### config.mk
export PLATFORM = sky130hd
export DESIGN_NAME = nst_unit
export DESIGN_NICKNAME = d
export VERILOG_FILES = /design/src/nst_unit.v
export VERILOG_INCLUDE_DIRS = /design/src
export SDC_FILE = /design/constraint.sdc
export NUM_CORES = 1
export LEC_CHECK = 0
export BUFFER_PORTS_ARGS = -buffer_cell sky130_fd_sc_hd__buf_4
export CORE_AREA = 2 2 90 92
export CTS_CLUSTER_SIZE = 30
export DETAILED_ROUTE_END_ITERATION = 10
export DIE_AREA = 0 0 92 94
export GPL_TIMING_DRIVEN = 0
export PLACE_DENSITY = 0.63
export SYNTH_ARGS = -nofsm -noshare
export SYNTH_HDL_FRONTEND = slang
export SYNTH_SLANG_ARGS = --single-unit
### constraint.sdc
create_clock -name clk -period 1.95 [get_ports clk]
set_input_delay 0.0975 -clock clk [delete_from_list [all_inputs] [get_ports clk]]
set_output_delay 0.0975 -clock clk [all_outputs]
set_load 0.01 [all_outputs]
### src/nst_consts.vh
// opcode encodings, field positions and widths for the nibble swap / table read unit
`ifndef NST_CONSTS_VH
`define NST_CONSTS_VH
`define NST_OP_W 16
`define NST_SWAP_MASK 16'h3f00
`define NST_SWAP_CODE 16'h0e00
`define NST_TRH_CODE 16'h0058
`define NST_TRL_CODE 16'h0050
`define NST_D_BIT 7
`define NST_FA_W 9
`define NST_PTRH_W 8
`define NST_ROM_AW 16
`endif

### src/nst_unit.v
// nibble swap and program-memory table read execution unit
`timescale 1ns/10ps
// Overview of operation
// RULE1: swap result exchanges source byte nibbles
// RULE2: destination bit zero writes W, one writes file
// RULE3: nine-bit file address, one-bit destination
// RULE4: high table read loads W and latch
// RULE5: table address is pointer high then low
// RULE6: high table read takes two cycles
// RULE7: low table read loads W and latch
// RULE8: low table read takes two cycles
// RULE9: swap one cycle, no status flags touched
`include "nst_consts.vh"
module nst_unit #(
   parameter PTRH_W = `NST_PTRH_W
)(
   input wire clk,
   input wire sys_rst,
   input wire clk_en,
   input wire op_valid,
   input wire [`NST_OP_W-1:0] op_word,
   input wire [7:0] file_rd_data,
   input wire [7:0] table_pointer_high,
   input wire [7:0] table_pointer_low,
   input wire [`NST_ROM_AW-1:0] rom_rd_data,
   output reg op_busy_r,
   output reg op_done_r,
   output reg [`NST_FA_W-1:0] file_addr_r,
   output reg file_we_r,
   output reg [7:0] file_wr_data_r,
   output reg w_we_r,
   output reg [7:0] w_wr_data_r,
   output reg [`NST_ROM_AW-1:0] rom_addr_r,
   output reg rom_rd_r,
   output reg [7:0] table_read_latch_r
);
   localparam ST_IDLE = 1'b0;
   localparam ST_TAB = 1'b1;

   function is_swap;
      input [`NST_OP_W-1:0] w;
      begin
         is_swap = ((w & `NST_SWAP_MASK) == `NST_SWAP_CODE);
      end
   endfunction

   // exact match: table reads carry no operand fields
   function is_table;
      input [`NST_OP_W-1:0] w;
      input hi;
      begin
         if (hi)
         begin
            is_table = (w == `NST_TRH_CODE);
         end
         else
         begin
            is_table = (w == `NST_TRL_CODE);
         end
      end
   endfunction

   reg state_r;
   reg hi_sel_r;
   wire swap_nibbles_op = op_valid && is_swap(op_word);
   wire table_read_high_op = op_valid && is_table(op_word, 1'b1);
   wire table_read_low_op = op_valid && is_table(op_word, 1'b0);
   wire idle = (state_r == ST_IDLE);
   wire in_tab = (state_r == ST_TAB);
   // ops arriving during the second table cycle are dropped
   wire start_swap = idle && swap_nibbles_op;
   wire start_tab = idle && (table_read_high_op || table_read_low_op);
   wire swap_to_file = start_swap && op_word[`NST_D_BIT]; // RULE2
   wire swap_to_w = start_swap && !op_word[`NST_D_BIT]; // RULE2
   // file address: low seven bits plus top bits in 15:14
   wire [`NST_FA_W-1:0] fa =
      {op_word[15:14], op_word[6:0]}; // RULE3
   wire [7:0] swapped;
   wire [`NST_ROM_AW-1:0] table_pointer =
      {table_pointer_high[PTRH_W-1:0], table_pointer_low[7:0]}; // RULE5
   wire [7:0] rom_byte = hi_sel_r ? rom_rd_data[15:8] : rom_rd_data[7:0];

   // each result bit comes from the other nibble
   genvar g;
   generate
      for (g = 0; g < 8; g = g + 1)
      begin : g_swap
         assign swapped[g] = file_rd_data[(g + 4) % 8]; // RULE1
      end
   endgenerate

   always @(posedge clk or posedge sys_rst)
   begin
      if (sys_rst)
      begin
         state_r <= ST_IDLE;
      end
      else if (clk_en)
      begin
         case (state_r)
            ST_IDLE:
            begin
               if (start_tab)
               begin
                  state_r <= ST_TAB;
               end
            end
            ST_TAB:
            begin
               // second cycle completes table read
               state_r <= ST_IDLE; // RULE6 RULE8
            end
            default:
            begin
               state_r <= ST_IDLE;
            end
         endcase
      end
   end

   always @(posedge clk or posedge sys_rst)
   begin
      if (sys_rst)
      begin
         hi_sel_r <= 1'b0;
      end
      else if (clk_en && start_tab)
      begin
         hi_sel_r <= table_read_high_op;
      end
   end

   always @(posedge clk or posedge sys_rst)
   begin
      if (sys_rst)
      begin
         op_busy_r <= 1'b0;
      end
      else if (clk_en)
      begin
         op_busy_r <= start_tab;
      end
   end

   // swap finishes in one cycle, table read in two; no flag outputs
   always @(posedge clk or posedge sys_rst)
   begin
      if (sys_rst)
      begin
         op_done_r <= 1'b0;
      end
      else if (clk_en)
      begin
         op_done_r <= start_swap || in_tab; // RULE9
      end
   end

   always @(posedge clk or posedge sys_rst)
   begin
      if (sys_rst)
      begin
         file_addr_r <= {`NST_FA_W{1'b0}};
      end
      else if (clk_en && start_swap)
      begin
         file_addr_r <= fa; // RULE3
      end
   end

   always @(posedge clk or posedge sys_rst)
   begin
      if (sys_rst)
      begin
         file_we_r <= 1'b0;
      end
      else if (clk_en)
      begin
         file_we_r <= swap_to_file; // RULE2
      end
   end

   always @(posedge clk or posedge sys_rst)
   begin
      if (sys_rst)
      begin
         file_wr_data_r <= 8'h00;
      end
      else if (clk_en && swap_to_file)
      begin
         file_wr_data_r <= swapped;
      end
   end

   always @(posedge clk or posedge sys_rst)
   begin
      if (sys_rst)
      begin
         w_we_r <= 1'b0;
      end
      else if (clk_en)
      begin
         w_we_r <= swap_to_w || in_tab; // RULE2 RULE4 RULE7
      end
   end

   always @(posedge clk or posedge sys_rst)
   begin
      if (sys_rst)
      begin
         w_wr_data_r <= 8'h00;
      end
      else if (clk_en)
      begin
         if (swap_to_w)
         begin
            w_wr_data_r <= swapped;
         end
         else if (in_tab)
         begin
            w_wr_data_r <= rom_byte; // RULE4 RULE7
         end
      end
   end

   always @(posedge clk or posedge sys_rst)
   begin
      if (sys_rst)
      begin
         rom_addr_r <= {`NST_ROM_AW{1'b0}};
      end
      else if (clk_en && start_tab)
      begin
         rom_addr_r <= table_pointer; // RULE5
      end
   end

   always @(posedge clk or posedge sys_rst)
   begin
      if (sys_rst)
      begin
         rom_rd_r <= 1'b0;
      end
      else if (clk_en)
      begin
         rom_rd_r <= start_tab;
      end
   end

   // latch keeps the last table byte until the next table read
   always @(posedge clk or posedge sys_rst)
   begin
      if (sys_rst)
      begin
         table_read_latch_r <= 8'h00;
      end
      else if (clk_en && in_tab)
      begin
         table_read_latch_r <= rom_byte; // RULE4 RULE7
      end
   end
endmodule // nst_unit

==> impl_results.md <==
- Crit path from: in_tab$_DFFE_PP0P_
- RSZ-0062 raised after global routing: no
- Initial core utilization: 0.2956
- Die extent in y: 94 um
- DRT antenna net count: 0
- Flop pwr share: 0.536
- Worst-Skew Late Latency: 300 ps
- Final Max Tran Viols: 0
- Depth of the CTS H-tree: 2
- Global-route wire length before repair: 8887 um
- Mapped Nets: 211
- Area of the multi-input gates: 838.3 sq um
- Critical Path AT: 2000 ps
- Final Cycle Share: 0.9292
- Worst Path Max Fanout: 10
- Total of max-cap violations: 0
- Switching share of total power: 0.2217
- Final Skew: 4.420 ps
- Achievable Freq: 551.9 MHz
- WS Path Type: reg -> reg
- Startpoint Class: flop
- Core Region: 7607 sq um
- Switch Pwr: 0.4881 mW
- Fin nets: 335
- WP data required: 2140 ps
- Mapped Area: 2248 sq um
- Comb pwr share: 0.124
- Synth top area share: 0.6010
- Synth warn: 0
- Top_reg_cell synth: dfrtp_1
- Setup_tns: 0 ps
- Total GRT Usage: 0.1300
- Synth Register Bits: 54
- Pleak: 1.775 nW
- Die area: 8648 sq um
- Post-Synthesis Cells: 151
- Final setup fails: 0
- Clock network power share: 0.340
- Fill cell count: 757
- Area delta synth->final: 51.25%
- DIE WIDTH: 92 um
- Top-count cell post-synth: dfrtp_1
- Clock buffer count from CTS: 5
- Total gr overflow: 0
- Number of enable flip-flop cells after synthesis: 0
- CTS tree: done
- P_int: 1.714 mW
- Syn avg cell area: 14.89 sq um
- DP HPWL: 4310 um
- Post-route DRC: 0
- Via density: 4.407
- Post-layout min period: 1812 ps
- Non-filler instance count after layout: 378
- GR Util met2: 0.2151
- Antenna Cells: 0
- Fin util: 0.4470
- Hold path start: table_pointer_high[3]
- CTS sink cnt: 54
- Area leader, netlist: dfrtp_1
- Input/output buffers: 113
- Post-synth cell types: 28
- Met1 Usage GRT: 0.1699
- DRT iter0 DRCs: 30
- # placed instances: 367
- FF/Latch Area: 1353 sq um
- Met3 Usage GRT: 0.03692
- Seq/Total Area, Yosys: 0.6010
- Avg WL per Cell: 14.85 um
- Num rows: 32
- Final hold vios: 0
- Initial antenna violation count: 0
- Clk root buf: clkbuf_8
- Pre-Repair DR Iteration Count: 4
- Gp weighted congestion: 0.7215
- Area contributors post-synth: dfrtp_1, mux2_2, mux2_4
- Vias in the first global route: 1732
- Largest net degree at the start of global routing: 37
- Post-synth ARST share: 1.000
- Total chip power: 2.202 mW
- Num ports: 114
- Wirelength, routed: 5612 um
- Grt peak-use layer: met2
- Slew margin rel.: 0.5278
- Cell area power density: 647.5 nW/um^2
- Worst Tran Pin Value: 708.4 ps
- Via count: 1666
- Max IR drop VDD: 0.3267 mV
- Longest Clk Path Bufs: 2
- Share of cells above drive strength 1: 0.6377
- HP Class: in -> reg
- CTS clk-pin slew, worst paths: 100 ps
- CP endpoint kind: flop
- FF-to-FF Start: in_tab$_DFFE_PP0P_
- Worst Reg2Reg Path Length in Cells: 6
- Outcome: finished, final reports clean
- Worst hold path cell count: 2
- Synth top cells by count: dfrtp_1, mux2_2, o21a_1
==> metal layers <==
metal | up-vias | wire [um]
li1 | 792 | -
met1 | 814 | 2461
met2 | 55 | 2732
met3 | 5 | 364
met4 | 0 | 54
met5 | - | 0
==> flip-flops by register name, summed over array words and instances (netlist names) <==
register	cells
rom_addr_r	16
file_wr_data_r	8
op_done_r	1
table_read_latch_r	8
in_tab	1
w_we_r	1
hi_sel_r	1
w_wr_data_r	8
file_we_r	1
file_addr_r	9
==> final timing paths <==
check | to | slack (ps)
worst max-delay path | rom_addr_r[4]$_DFFE_PP0P_ | 140
worst min-delay path | rom_addr_r[11]$_DFFE_PP0P_ | 20
worst max register to register | rom_addr_r[4]$_DFFE_PP0P_ | 140
worst min register to register | w_we_r$_DFFE_PP0P_ | 500
max in group asynchronous | in_tab$_DFFE_PP0P_ | 1070
min in group asynchronous | rom_addr_r[8]$_DFFE_PP0P_ | 340
==> through the flow <==
step,hold WS [ps],area (sq um),worst slack [ps]
2_1_floorplan,204.8,2248,173.0
3_3_place_gp,314.9,3224,-257.1
3_5_place_dp,136.1,3244,-3.654
4_1_cts,2.326,3379,22.38
5_1_grt,1.242,3401,13.05
6_report,16.18,3401,138.0
==> worst max-delay path: stages (launching register included) <==
cell      delay (ps)
dfrtp_2          450
nand2b_4         160
nor4_2           180
and4b_2          260
buf_6            160
buf_8            150
mux2_2           330
==> repair_timing <==
| action | CTS | global route |
|---|---|---|
| resized for setup | 2 | 2 |
| setup buffers | 0 | 1 |
| hold endpoints to repair | 19 | 0 |
| endpoints found under the setup margin | 9 | 9 |
| hold buffers | 2 | 0 |
==> cell families (layout without fill, tap and decap cells) <==
kind of cell,Yosys count,in the layout,share of synthesized area
mux,42,42,0.2193
buf+inv,12,137,0.03227
flops,54,54,0.6010
compound gates,21,21,0.08291
simple gates,22,22,0.06455
==> power groups by stage <==
stage / combinational [mW] / clock [mW] / sequential (mW)
after global placement: 0.263 / 0 / 1.20
final: 0.273 / 0.750 / 1.18
after CTS: 0.278 / 0.791 / 1.18
after floorplan: 0.0728 / 0 / 1.22
after global routing: 0.297 / 0.823 / 1.18
after detailed placement: 0.274 / 0 / 1.20
==> layout by cell type, fill, tap and decap left out, types with 2 or more instances in the layout <==
cell type      instances
a21o_1                 2
buf_4                115
buf_6                  2
clkbuf_1               5
clkbuf_8               5
dfrtp_1               53
dlygate4sd3_1          2
inv_1                  2
mux2_2                25
mux2_4                 8
mux2i_1                8
nand2_1                8
nand2b_1               2
o21a_1                 9
o221a_2                8
==> final cells by class <==
type / instances / area share
plain buffers: 9 / 0.01913
repair buffers: 117 / 0.2634
clock buffers: 6 / 0.02134
inverters: 3 / 0.003311
flip-flops and latches: 54 / 0.3977
clock inverters: 2 / 0.01104
multi-input cells: 85 / 0.2465
well taps: 102 / 0.03753
Power figures use the tool's default switching activity.
